`config.mk`:
```
export PLATFORM = sky130hd
export DESIGN_NAME = iprc_top
export DESIGN_NICKNAME = d
export VERILOG_FILES = /design/src/include/iprc_pkg.sv /design/src/logic/iprc_decode.sv /design/src/logic/iprc_top.sv
export SDC_FILE = /design/constraint.sdc
export NUM_CORES = 1
export LEC_CHECK = 0
export ABC_AREA = 1
export BUFFER_PORTS_ARGS = -buffer_cell sky130_fd_sc_hd__buf_2
export CORE_ASPECT_RATIO = 0.5
export CORE_UTILIZATION = 56
export DETAILED_ROUTE_END_ITERATION = 16
export GPL_TIMING_DRIVEN = 0
export PLACE_DENSITY = 0.8
export SLEW_MARGIN = 20
export SYNTH_ARGS = -nofsm -noshare
export SYNTH_HDL_FRONTEND = slang
export SYNTH_SLANG_ARGS = --single-unit
export TNS_END_PERCENT = 50
```
`constraint.sdc`:
```
create_clock -name ref_clk -period 4.35 [get_ports ref_clk]
set_input_delay 0.2175 -clock ref_clk [delete_from_list [all_inputs] [get_ports ref_clk]]
set_output_delay 0.2175 -clock ref_clk [all_outputs]
set_load 0.03 [all_outputs]
```
`src/include/iprc_pkg.sv`:
```
package iprc_pkg;
    // register byte addresses
    localparam logic [11:0] ADDR_CP_CTRL   = 12'h018;
    localparam logic [11:0] ADDR_ABL_MODE  = 12'h019;
    localparam logic [11:0] ADDR_RX_CTRL   = 12'h01A;
    localparam logic [11:0] ADDR_FB_SE_SEL = 12'h01B;

    // reset values
    localparam logic [7:0] RST_CP_CTRL   = 8'h00;
    localparam logic [7:0] RST_ABL_MODE  = 8'h08;
    localparam logic [7:0] RST_RX_CTRL   = 8'h00;
    localparam logic [7:0] RST_FB_SE_SEL = 8'h00;
    localparam logic [7:0] READ_UNMAPPED = 8'h00;

    // charge pump control fields
    localparam int CP_TRI_BIT = 7;
    localparam int CP_CUR_MSB = 6;
    localparam int CP_CUR_LSB = 0;
    localparam int CP_STEP_NA = 500;

    // antibacklash and pump mode fields
    localparam int ABL_MAN_BIT  = 4;
    localparam int ABL_W_MSB    = 3;
    localparam int ABL_W_LSB    = 2;
    localparam int CPM_MSB      = 1;
    localparam int CPM_LSB      = 0;
    localparam logic [7:0] ABL_MODE_MASK = 8'h1F;

    // input receiver control fields
    localparam int RX_TEST_EN_BIT = 7;
    localparam int RX_B_DIFF_BIT  = 6;
    localparam int RX_A_DIFF_BIT  = 5;
    localparam int RX_B_EN_BIT    = 4;
    localparam int RX_A_EN_BIT    = 3;
    localparam int RX_PD_CTRL_BIT = 2;
    localparam int RX_OSC_NEG_BIT = 1;
    localparam int RX_OSC_DIF_BIT = 0;

    // feedback and single-ended select fields
    localparam int FB_ZD_INT_BIT  = 5;
    localparam int FB_OSC_BIT     = 4;
    localparam int FB_ZD_SE_BIT   = 3;
    localparam int FB_ZD_DIF_BIT  = 2;
    localparam int FB_B_SE_BIT    = 1;
    localparam int FB_A_SE_BIT    = 0;
    localparam logic [7:0] FB_SE_SEL_MASK = 8'h3F;

    typedef enum logic [1:0] {
        ABL_MIN  = 2'h0,
        ABL_LOW  = 2'h1,
        ABL_HIGH = 2'h2,
        ABL_MAX  = 2'h3
    } iprc_abl_t;

    typedef enum logic [1:0] {
        CPM_TRISTATE = 2'h0,
        CPM_PUMP_UP  = 2'h1,
        CPM_PUMP_DN  = 2'h2,
        CPM_NORMAL   = 2'h3
    } iprc_cpm_t;

    // one reference receiver
    typedef struct packed {
        logic enable;
        logic differential;
        logic se_pin_sel;
    } iprc_ref_rx_t;

    // decoded analog controls
    typedef struct packed {
        logic         cp_hiz;
        logic [6:0]   cp_current_code;
        logic [15:0]  cp_current_na;
        iprc_cpm_t    cp_mode;
        iprc_abl_t    abl_period;
        logic         test_rx_en;
        iprc_ref_rx_t primary_reference_input;
        iprc_ref_rx_t secondary_reference_input;
        logic         osc_diff;
        logic         osc_se_neg;
        logic         fb_from_osc;
        logic         zero_delay_mode;
        logic         zd_internal_path;
        logic         zd_rx_en;
        logic         zd_diff;
        logic         zd_se_sel;
    } iprc_ctrl_t;
endpackage

```
`src/logic/iprc_decode.sv`:
```
`timescale 1ns/1ps
module iprc_decode (
    input  wire logic [7:0]          cp_ctrl,
    input  wire logic [7:0]          abl_mode,
    input  wire logic [7:0]          rx_ctrl,
    input  wire logic [7:0]          fb_se_sel,
    output iprc_pkg::iprc_ctrl_t     ctrl
);
    logic [6:0] code;
    logic       zdm;

    assign code = cp_ctrl[iprc_pkg::CP_CUR_MSB:iprc_pkg::CP_CUR_LSB];
    assign zdm  = ~fb_se_sel[iprc_pkg::FB_OSC_BIT];

    // field decode into analog controls
    always_comb begin
        ctrl = '0;
        ctrl.cp_hiz          = cp_ctrl[iprc_pkg::CP_TRI_BIT];
        ctrl.cp_current_code = code;
        ctrl.cp_current_na   = 16'(32'(code) * iprc_pkg::CP_STEP_NA);
        ctrl.cp_mode = iprc_pkg::iprc_cpm_t'(abl_mode[iprc_pkg::CPM_MSB:iprc_pkg::CPM_LSB]);
        ctrl.abl_period = iprc_pkg::ABL_HIGH;
        if (abl_mode[iprc_pkg::ABL_MAN_BIT]) begin
            ctrl.abl_period = iprc_pkg::iprc_abl_t'(abl_mode[iprc_pkg::ABL_W_MSB:iprc_pkg::ABL_W_LSB]);
        end
        ctrl.test_rx_en = rx_ctrl[iprc_pkg::RX_TEST_EN_BIT];
        ctrl.primary_reference_input.differential   = rx_ctrl[iprc_pkg::RX_A_DIFF_BIT];
        ctrl.primary_reference_input.se_pin_sel     = ~rx_ctrl[iprc_pkg::RX_A_DIFF_BIT] &
                                                       fb_se_sel[iprc_pkg::FB_A_SE_BIT];
        ctrl.secondary_reference_input.differential = rx_ctrl[iprc_pkg::RX_B_DIFF_BIT];
        ctrl.secondary_reference_input.se_pin_sel   = ~rx_ctrl[iprc_pkg::RX_B_DIFF_BIT] &
                                                       fb_se_sel[iprc_pkg::FB_B_SE_BIT];
        ctrl.primary_reference_input.enable   = ~rx_ctrl[iprc_pkg::RX_PD_CTRL_BIT] |
                                                 rx_ctrl[iprc_pkg::RX_A_EN_BIT];
        ctrl.secondary_reference_input.enable = ~rx_ctrl[iprc_pkg::RX_PD_CTRL_BIT] |
                                                 rx_ctrl[iprc_pkg::RX_B_EN_BIT];
        ctrl.osc_diff   = rx_ctrl[iprc_pkg::RX_OSC_DIF_BIT];
        ctrl.osc_se_neg = ~rx_ctrl[iprc_pkg::RX_OSC_DIF_BIT] & rx_ctrl[iprc_pkg::RX_OSC_NEG_BIT];
        ctrl.fb_from_osc     = ~zdm;
        ctrl.zero_delay_mode = zdm;
        ctrl.zd_internal_path = zdm & fb_se_sel[iprc_pkg::FB_ZD_INT_BIT];
        ctrl.zd_rx_en         = zdm & ~fb_se_sel[iprc_pkg::FB_ZD_INT_BIT];
        ctrl.zd_diff   = fb_se_sel[iprc_pkg::FB_ZD_DIF_BIT];
        ctrl.zd_se_sel = ~fb_se_sel[iprc_pkg::FB_ZD_DIF_BIT] & fb_se_sel[iprc_pkg::FB_ZD_SE_BIT];
    end
endmodule

```
`src/logic/iprc_top.sv`:
```
`timescale 1ns/1ps
// Overview of operation
// - A set top bit of the charge pump register puts the pump output into high impedance.
// - The low seven bits of the charge pump register set the pump current in half microamp steps.
// - With manual antibacklash control off the period is forced to high and the width field ignored.
// - With manual antibacklash control on the period comes from the two-bit width field.
// - Width codes map 00 minimum, 01 low, 10 high, 11 maximum.
// - Pump mode codes map 00 tristate, 01 pump up, 10 pump down, 11 normal.
// - The test reference receiver is enabled only while its enable bit is one, off after reset.
// - Each reference receiver is differential when its bit is one, else single-ended with its pin select.
// - With power-down control off both reference receivers run, else each follows its own enable.
// - The oscillator receiver is differential on bit 0, else bit 1 picks negative or positive pin.
// - Feedback bit one takes feedback from the oscillator receiver, zero means zero delay mode.
// - In zero delay mode the type bit picks the internal channel 0 path or the external receiver.
// - The zero delay receiver is differential on its bit, else single-ended with its select bit.
module iprc_top #(
    parameter int ADDR_W = 12
) (
    input  wire logic                 ref_clk,
    input  wire logic                 nrst,
    input  wire logic                 ce,
    input  wire logic                 wr_en,
    input  wire logic                 rd_en,
    input  wire logic [ADDR_W-1:0]    addr,
    input  wire logic [7:0]           wdata,
    output logic [7:0]                rdata,
    output logic                      rd_valid,
    output iprc_pkg::iprc_ctrl_t      ctrl
);
    logic [7:0]           cp_ctrl;
    logic [7:0]           abl_mode;
    logic [7:0]           rx_ctrl;
    logic [7:0]           fb_se_sel;
    logic [7:0]           next_rdata;
    iprc_pkg::iprc_ctrl_t next_ctrl;
    logic                 hit_cp;
    logic                 hit_abl;
    logic                 hit_rx;
    logic                 hit_fb;

    // address decode
    assign hit_cp  = (12'(addr) == iprc_pkg::ADDR_CP_CTRL);
    assign hit_abl = (12'(addr) == iprc_pkg::ADDR_ABL_MODE);
    assign hit_rx  = (12'(addr) == iprc_pkg::ADDR_RX_CTRL);
    assign hit_fb  = (12'(addr) == iprc_pkg::ADDR_FB_SE_SEL);

    // charge pump register
    always_ff @(posedge ref_clk) begin
        if (!nrst) begin
            cp_ctrl <= iprc_pkg::RST_CP_CTRL;
        end else if (ce && wr_en && hit_cp) begin
            cp_ctrl <= wdata;
        end
    end

    // antibacklash and mode register
    always_ff @(posedge ref_clk) begin
        if (!nrst) begin
            abl_mode <= iprc_pkg::RST_ABL_MODE;
        end else if (ce && wr_en && hit_abl) begin
            abl_mode <= wdata & iprc_pkg::ABL_MODE_MASK;
        end
    end

    // receiver control register
    always_ff @(posedge ref_clk) begin
        if (!nrst) begin
            rx_ctrl <= iprc_pkg::RST_RX_CTRL;
        end else if (ce && wr_en && hit_rx) begin
            rx_ctrl <= wdata;
        end
    end

    // feedback and select register, reserved top bits not stored
    always_ff @(posedge ref_clk) begin
        if (!nrst) begin
            fb_se_sel <= iprc_pkg::RST_FB_SE_SEL;
        end else if (ce && wr_en && hit_fb) begin
            fb_se_sel <= wdata & iprc_pkg::FB_SE_SEL_MASK;
        end
    end

    // readback mux
    always_comb begin
        next_rdata = iprc_pkg::READ_UNMAPPED;
        if (hit_cp) begin
            next_rdata = cp_ctrl;
        end else if (hit_abl) begin
            next_rdata = abl_mode;
        end else if (hit_rx) begin
            next_rdata = rx_ctrl;
        end else if (hit_fb) begin
            next_rdata = fb_se_sel;
        end
    end

    // read data and valid, one cycle after the request
    always_ff @(posedge ref_clk) begin
        if (!nrst) begin
            rdata    <= 8'h00;
            rd_valid <= 1'b0;
        end else if (ce) begin
            rd_valid <= rd_en;
            if (rd_en) begin
                rdata <= next_rdata;
            end
        end
    end

    iprc_decode u_decode (
        .cp_ctrl   (cp_ctrl),
        .abl_mode  (abl_mode),
        .rx_ctrl   (rx_ctrl),
        .fb_se_sel (fb_se_sel),
        .ctrl      (next_ctrl)
    );

    // registered analog controls
    always_ff @(posedge ref_clk) begin
        if (!nrst) begin
            ctrl <= '0;
            ctrl.abl_period <= iprc_pkg::ABL_HIGH;
            ctrl.primary_reference_input.enable   <= 1'b1;
            ctrl.secondary_reference_input.enable <= 1'b1;
            ctrl.zero_delay_mode <= 1'b1;
            ctrl.zd_rx_en        <= 1'b1;
        end else if (ce) begin
            ctrl <= next_ctrl;
        end
    end

    // checks on the decoded and read outputs
    AST_CP_HIZ: assert property (@(posedge ref_clk) disable iff (!nrst)
        ce && $past(nrst) |=> ctrl.cp_hiz == $past(cp_ctrl[iprc_pkg::CP_TRI_BIT]))
        else $error("pump tristate does not follow register");

    AST_CP_CURRENT: assert property (@(posedge ref_clk) disable iff (!nrst)
        ce && $past(nrst) |=> ctrl.cp_current_na ==
        16'(32'($past(cp_ctrl[iprc_pkg::CP_CUR_MSB:iprc_pkg::CP_CUR_LSB])) * iprc_pkg::CP_STEP_NA))
        else $error("pump current wrong");

    AST_ABL_AUTO: assert property (@(posedge ref_clk) disable iff (!nrst)
        ce && !abl_mode[iprc_pkg::ABL_MAN_BIT] |=> ctrl.abl_period == iprc_pkg::ABL_HIGH)
        else $error("automatic antibacklash not high");

    AST_ABL_MAN: assert property (@(posedge ref_clk) disable iff (!nrst)
        ce && abl_mode[iprc_pkg::ABL_MAN_BIT] |=>
        ctrl.abl_period == $past(abl_mode[iprc_pkg::ABL_W_MSB:iprc_pkg::ABL_W_LSB]))
        else $error("manual antibacklash not taken");

    AST_CP_MODE: assert property (@(posedge ref_clk) disable iff (!nrst)
        ce && wr_en && hit_abl ##1 ce |=>
        ctrl.cp_mode == $past(wdata[iprc_pkg::CPM_MSB:iprc_pkg::CPM_LSB], 2))
        else $error("pump mode not applied");

    AST_TEST_RX: assert property (@(posedge ref_clk) disable iff (!nrst)
        ce && wr_en && hit_rx ##1 ce |=> ctrl.test_rx_en == $past(wdata[iprc_pkg::RX_TEST_EN_BIT], 2))
        else $error("test receiver enable wrong");

    AST_TEST_RX_RST: assert property (@(posedge ref_clk) disable iff (!nrst)
        !$past(nrst) |-> !ctrl.test_rx_en)
        else $error("test receiver on after reset");

    AST_REF_MODE: assert property (@(posedge ref_clk) disable iff (!nrst)
        ce |=> ctrl.primary_reference_input.differential == $past(rx_ctrl[iprc_pkg::RX_A_DIFF_BIT]) &&
        ctrl.secondary_reference_input.differential == $past(rx_ctrl[iprc_pkg::RX_B_DIFF_BIT]) &&
        (ctrl.primary_reference_input.differential ||
         ctrl.primary_reference_input.se_pin_sel == $past(fb_se_sel[iprc_pkg::FB_A_SE_BIT])) &&
        (ctrl.secondary_reference_input.differential ||
         ctrl.secondary_reference_input.se_pin_sel == $past(fb_se_sel[iprc_pkg::FB_B_SE_BIT])))
        else $error("reference receiver mode wrong");

    AST_REF_PWR: assert property (@(posedge ref_clk) disable iff (!nrst)
        ce && !rx_ctrl[iprc_pkg::RX_PD_CTRL_BIT] |=>
        ctrl.primary_reference_input.enable && ctrl.secondary_reference_input.enable)
        else $error("reference receivers not both on");

    AST_REF_OWN_EN: assert property (@(posedge ref_clk) disable iff (!nrst)
        ce && rx_ctrl[iprc_pkg::RX_PD_CTRL_BIT] |=>
        ctrl.primary_reference_input.enable == $past(rx_ctrl[iprc_pkg::RX_A_EN_BIT]) &&
        ctrl.secondary_reference_input.enable == $past(rx_ctrl[iprc_pkg::RX_B_EN_BIT]))
        else $error("reference receiver own enable not followed");

    AST_OSC_SE: assert property (@(posedge ref_clk) disable iff (!nrst)
        ce && rx_ctrl[iprc_pkg::RX_OSC_DIF_BIT] |=> ctrl.osc_diff && !ctrl.osc_se_neg)
        else $error("oscillator receiver mode wrong");

    AST_FB_SRC: assert property (@(posedge ref_clk) disable iff (!nrst)
        ce && $past(nrst) |=> ctrl.fb_from_osc == $past(fb_se_sel[iprc_pkg::FB_OSC_BIT]) &&
        ctrl.zero_delay_mode == !$past(fb_se_sel[iprc_pkg::FB_OSC_BIT]))
        else $error("feedback source does not follow register");

    AST_ZD_TYPE: assert property (@(posedge ref_clk) disable iff (!nrst)
        ce && fb_se_sel[iprc_pkg::FB_OSC_BIT] |=> !ctrl.zd_rx_en && !ctrl.zd_internal_path)
        else $error("zero delay type not ignored");

    AST_ZD_MODE: assert property (@(posedge ref_clk) disable iff (!nrst)
        ce && !fb_se_sel[iprc_pkg::FB_OSC_BIT] |=>
        ctrl.zd_internal_path == $past(fb_se_sel[iprc_pkg::FB_ZD_INT_BIT]) &&
        ctrl.zd_rx_en == !$past(fb_se_sel[iprc_pkg::FB_ZD_INT_BIT]))
        else $error("zero delay path type wrong");

    AST_ZD_RX: assert property (@(posedge ref_clk) disable iff (!nrst)
        ce |=> ctrl.zd_diff == $past(fb_se_sel[iprc_pkg::FB_ZD_DIF_BIT]) &&
        (ctrl.zd_diff || ctrl.zd_se_sel == $past(fb_se_sel[iprc_pkg::FB_ZD_SE_BIT])))
        else $error("zero delay receiver mode wrong");

    AST_ABL_RSVD: assert property (@(posedge ref_clk) disable iff (!nrst)
        ce && rd_en && hit_abl |=> (rdata & ~iprc_pkg::ABL_MODE_MASK) == 8'h00)
        else $error("reserved bits read nonzero");

    AST_RD_VALID: assert property (@(posedge ref_clk) disable iff (!nrst)
        ce && $past(nrst) |=> rd_valid == $past(rd_en))
        else $error("read valid not one cycle after request");

    COV_MANUAL_ABL: cover property (@(posedge ref_clk) disable iff (!nrst)
        ctrl.abl_period == iprc_pkg::ABL_MAX);
    COV_NORMAL_PUMP: cover property (@(posedge ref_clk) disable iff (!nrst)
        ctrl.cp_mode == iprc_pkg::CPM_NORMAL && !ctrl.cp_hiz);
    COV_INT_ZD: cover property (@(posedge ref_clk) disable iff (!nrst)
        ctrl.zd_internal_path);
    COV_READ: cover property (@(posedge ref_clk) disable iff (!nrst)
        rd_valid && rdata != 8'h00);
    COV_REF_PWRDN: cover property (@(posedge ref_clk) disable iff (!nrst)
        !ctrl.primary_reference_input.enable);
endmodule

```
Word-level counts from Yosys, hierarchy flattened
Index checks and enable logic that the tools add are counted.
W data, S select, Z words.
Word-level totals
  bits in registers: 77
Cells by class
  multiply operators: 1
  eq/ne operators: 4
  muxes and demuxes: 5
  bitwise logic cells: 15
  reductions and logical operators: 6
Operators by type and width (number)
  $eq A12 B5 Y1 const B: 4
  $mux W8: 3
  $mul A7 B7 Y14 const B: 1
  $not A1 Y1: 7
  $and A1 B1 Y1: 6
  $mux W6: 1
  $logic_and A1 B1 Y1: 5
  $mux W2: 1
  $or A1 B1 Y1: 2
  $reduce_and A2 Y1: 1

Logic depth before layout (Yosys ltp)
  depth after elaboration: 5
  gate-level depth with buffers: 17
  mapped depth without buffers: 17

Modules after synthesis
From an unflattened synthesis, not the netlist that was laid out.
Unflattened totals
  cell total of the unflattened synthesis: 645
  area, all modules: 4740.8 um^2
Modules (own cells, without submodules)
  iprc_top: instances 1, cells each 421, area an instance 3161.8 um^2, sequential area each 1581.5 um^2
  iprc_decode: instances 1, cells each 224, area an instance 1579.0 um^2, sequential area each 0.0 um^2

Worst setup path before layout
Ideal clock, no wire load.
  path kind: flip-flop to flip-flop
  start: register cp_ctrl[5]
  end: register ctrl[33] in the netlist's numbering
  library setup time: 0.109 ns
  data arrival time: 3.441 ns
  data required time: 4.241 ns
  path slack: 0.800 ns
  stages on the path, launching flop included: 18
  cell sequence: dfxtp_1 inv_1 fa_1 inv_1 fa_1 inv_1 fa_1 inv_1 ha_1 ha_1 nand2_1 nand2_1 a21oi_1 nand3_1 nand2_1 nand3_1 nand2_1 inv_1
Between the ends
  cells in the longest elaborated chain, start to end: 1
RTL lines
  start, declared: RTL line iprc_top.sv:30  | logic [7:0] cp_ctrl;
  start signal, assigned: RTL line iprc_top.sv:50  | cp_ctrl <= iprc_pkg::RST_CP_CTRL;
  start signal, assigned: RTL line iprc_top.sv:52  | cp_ctrl <= wdata;
  $mul A7 B7 Y14: RTL line iprc_decode.sv:20  | ctrl.cp_current_na = 16'(32'(code) * iprc_pkg::CP_STEP_NA);
  end signal, assigned: RTL line iprc_top.sv:128  | ctrl <= next_ctrl;
  end, declared: RTL line iprc_top.sv:28  | output iprc_pkg::iprc_ctrl_t ctrl
Every way passes these cells.
A chain may end at the register's enable or synchronous reset.

Worst setup path in the final report
  start: register cp_ctrl[5]
  end: register ctrl[34] in the netlist's numbering
The elaborated chain is that of the path after synthesis.

==> flow_summary.toml <==
[die]
dieHeight_um = 64.25
die_w_um = 126.5
ios = 77
die_area_um2 = 8128
floorplan.initialDensity_pct = 58.62
design.core.area_um2 = 7405
num_rows = 22

[power]
power_share_of_the_combinational_group_pct = 9.9
vdd.ir_drop.worst_mv = 0.1952
net_switching_power_of_the_design_uw = 446.2
power.clock.fraction_pct = 47.6
p_per_area_nw_per_um2 = 327.4
share_of_total_power_consumed_by_net_switching_pct = 26.46
share_seq_of_total_power_pct = 42.5
power_leakage_nw = 2.624
power_report.internal_total_mw = 1.240

[place]
hpwl_mm = 8.287
gp_congestion = 0.9012
count_of_buffers_inserted_at_the_top_level_ports = 73

[logic_synthesis]
synth_compound_area_share_pct = 14.47
synth_cell_type_count = 28
synth_sequential_area_ratio_pct = 34.59
synth.mux.area_fraction_pct = 0
synth_area_um2 = 4340
synth-seq-cells = 75
yosys.area.top_type = "dfxtp_1"
synth_top_area_share_pct = 34.59
synth_top_family_by_area = "simple AND/OR/NAND/NOR gates"
synth.yosys.warnings = 0
postSynthCellCount = 566
synth.area.top_cells = "dfxtp_1 35%, ha_1 10%, fa_1 8.3%"
synth_simple_gate_area_share_pct = 20.67
synth_xor_xnor_area_share_pct = 0.6054
synth_adder_area_share_pct = 18.39
syn-mean-instance-area_um2 = 7.669

[sta]
finalSetupViolations = 0
finalWorstPathRequiredPeriod_ns = 3.988
timing.slew.headroom_pct = 59.19
timing_hold_violations_final = 0
worst_pin_slew_ns = 0.6121
setup_tns_ns = 0
drv_slew = 0
clock-skew-final_ns = 0.01120
grt_setup_unrepaired = "no"
clock.fmax_mhz = 250.8
timing.final.crit_share_pct = 91.68

[min_path]
hold_path_class = "input pin to register"
hold_path.startpoint = "rd_en"
timing.hold.worst_path_depth = 3

[clock_network]
cts_repair_resize_count = 0
cts_setup_buffers = 0
tritoncts.num_buffers = 9
htree_num_levels = 3
clock-root-buffer = "clkbuf_16"
cts.reportedPaths.clkPinSlew_ns = 0.06
clock_sink_count = 75
cts_buffer_depth = 2
cts_tree = "built"
postCtsHoldBufs = 0
clock_insertion_delay_worst_skew_ns = 0.35

[critical_path]
worst-setup-path-type = "register to register"
worstSetupStartpoint = "cp_ctrl[5]"
critPathArrivalTime_ns = 4.20
rr_worst_depth = 16
worst_setup_path_start_kind = "register"
worst-endpoint-required_ns = 4.56
cp_max_fo = 8
timing.rr.start = "cp_ctrl[5]"
end_kind = "register"

[global_routing]
grt-ovfl-total = 0
grt_max_degree = 15
antenna_found_initial = 0
first_global_vias = 4028
globalRouteTotalUtil_pct = 30.59
wire_length_of_the_first_global_routing_pass_mm = 19.09

[cells_and_area]
num-nets-final = 729
final_util_pct = 69.55
layout-area-overhead-vs-synth_pct = 18.65
drive_gt1_share_pct = 17.84
antenna-diode-count = 0
num-fill-cells = 605

[run_status]
run_status = "finished clean"

[run]
maxCapViolCount = 0

[routing]
detail_route.wirelength_mm = 11.39
drt-pass1-iter-count = 5
drc = 0
detailroute.via_count = 4173
detailedRoute.firstIterationViolations = 367
wire_per_inst_um = 15.15
final_antenna_violating_net_count = 0
drt-vias-per-instance = 5.549
==> cells by family (layout without fill, tap and decap cells) <==
family / after synthesis / after routing
xor gates and xnor gates: 3 / 3
adders and majority gates: 53 / 53
AOI/OAI and AO/OA: 120 / 120
other: 1 / 2
buffers and inverters: 112 / 201
and+or+nand+nor: 202 / 202
DFF: 75 / 75
==> cell usage in the layout, fill, tap and decap left out, types with 2 or more instances in the layout <==
master and n:
nand3_1 47, o21ai_0 57, buf_6 5, clkbuf_8 2, nor3_1 2, o21ai_2 4
a21oi_1 53, nand3_2 4, nor2_1 62, nor2_2 2, dfxtp_1 75, clkbuf_16 9
ha_1 35, conb_1 2, nand4_1 13, nand2_1 70, fa_1 18, inv_6 2
clkbuf_1 13, a21o_1 2, xor2_1 3, inv_1 82, buf_4 6, buf_2 77
o21ai_1 2
==> flip-flops by register name (all words and copies together) (netlist names) <==
name	count
abl_mode	5
cp_ctrl	8
ctrl	39
fb_se_sel	6
rd_valid	1
rdata	8
rx_ctrl	8
==> critical path: stages (launching register included) <==
cell and delay [ns]:
dfxtp_1 0.63, inv_1 0.22, fa_1 0.52, inv_1 0.05
fa_1 0.49, inv_1 0.05, fa_1 0.52, inv_1 0.04
ha_1 0.29, ha_1 0.36, nand2_1 0.11, nor2_1 0.15
nand3_1 0.11, nand3_1 0.09, nand2_1 0.05, nand2_1 0.08
a21oi_1 0.07
==> power groups by stage <==
| stage | Combinational (mW) | Clock (mW) | Sequential, mW |
|---|---|---|---|
| 6_report | 0.167 | 0.802 | 0.717 |
| 5_1_grt | 0.181 | 0.840 | 0.719 |
| 4_1_cts | 0.166 | 0.806 | 0.717 |
| 3_5_place_dp | 0.163 | 0 | 0.732 |
| 3_3_place_gp | 0.161 | 0 | 0.731 |
| 2_1_floorplan | 0.0670 | 0 | 0.772 |
==> area by class of cell <==
| class | count | area (µm²) | share of cell area (%) |
|---|---|---|---|
| multi-input cells | 380 | 2357 | 45.77 |
| clock inverters | 5 | 67.56 | 1.312 |
| inverters | 84 | 315.3 | 6.122 |
| clock buffers | 11 | 252.7 | 4.908 |
| well taps | 96 | 120.1 | 2.332 |
| plain buffers | 28 | 170.2 | 3.304 |
| flip-flops and latches | 75 | 1501 | 29.15 |
| repair buffers | 73 | 365.4 | 7.094 |
==> Yosys cell counts <==
cell type   n
inv_1      82
buf_4       6
nor3_4      1
ha_1       35
a211oi_1    1
nor2_2      2
buf_2       4
a21o_1      2
fa_1       18
nor3_1      2
nor2_1     62
nand2_2     1
nand2_1    70
nand3_1    47
inv_2       1
buf_6       5
a21oi_1    53
o21ai_2     4
o21ai_1     2
xor2_1      3
conb_1      1
clkinv_1    1
nand3_2     4
clkbuf_1   13
o211a_1     1
dfxtp_1    75
o21ai_0    57
nand4_1    13
==> per-layer routing <==
layer	vias to the layer above	wire length (µm)	GRT usage, %
li1	2008	-	-
met1	1948	5056	38.20
met2	181	5291	52.42
met3	36	798	6.616
met4	0	247	11.30
met5	-	0	0
==> metrics by stage <==
stage / hold WS (ns) / instances / power, mW / instance area, µm² / worst slack, ns
floorplan: 0.3798 / 567 / 0.8388 / 4344 / 0.8004
global placement: 0.4518 / 736 / 0.8927 / 4830 / 0.4218
detailed placement: 0.4526 / 736 / 0.8954 / 4830 / 0.3778
CTS: 0.1647 / 752 / 1.689 / 5150 / 0.3669
global route: 0.1740 / 752 / 1.740 / 5150 / 0.07239
finish: 0.1763 / 752 / 1.686 / 5150 / 0.3621
==> path summary, 6_finish.rpt <==
path | end | slack, ns
worst max-delay path | ctrl[34] | 0.36
worst min-delay path | rd_valid | 0.18
worst max register to register | ctrl[34] | 0.36
worst min register to register | ctrl[11] | 0.46
Power figures use the tool's default switching activity.
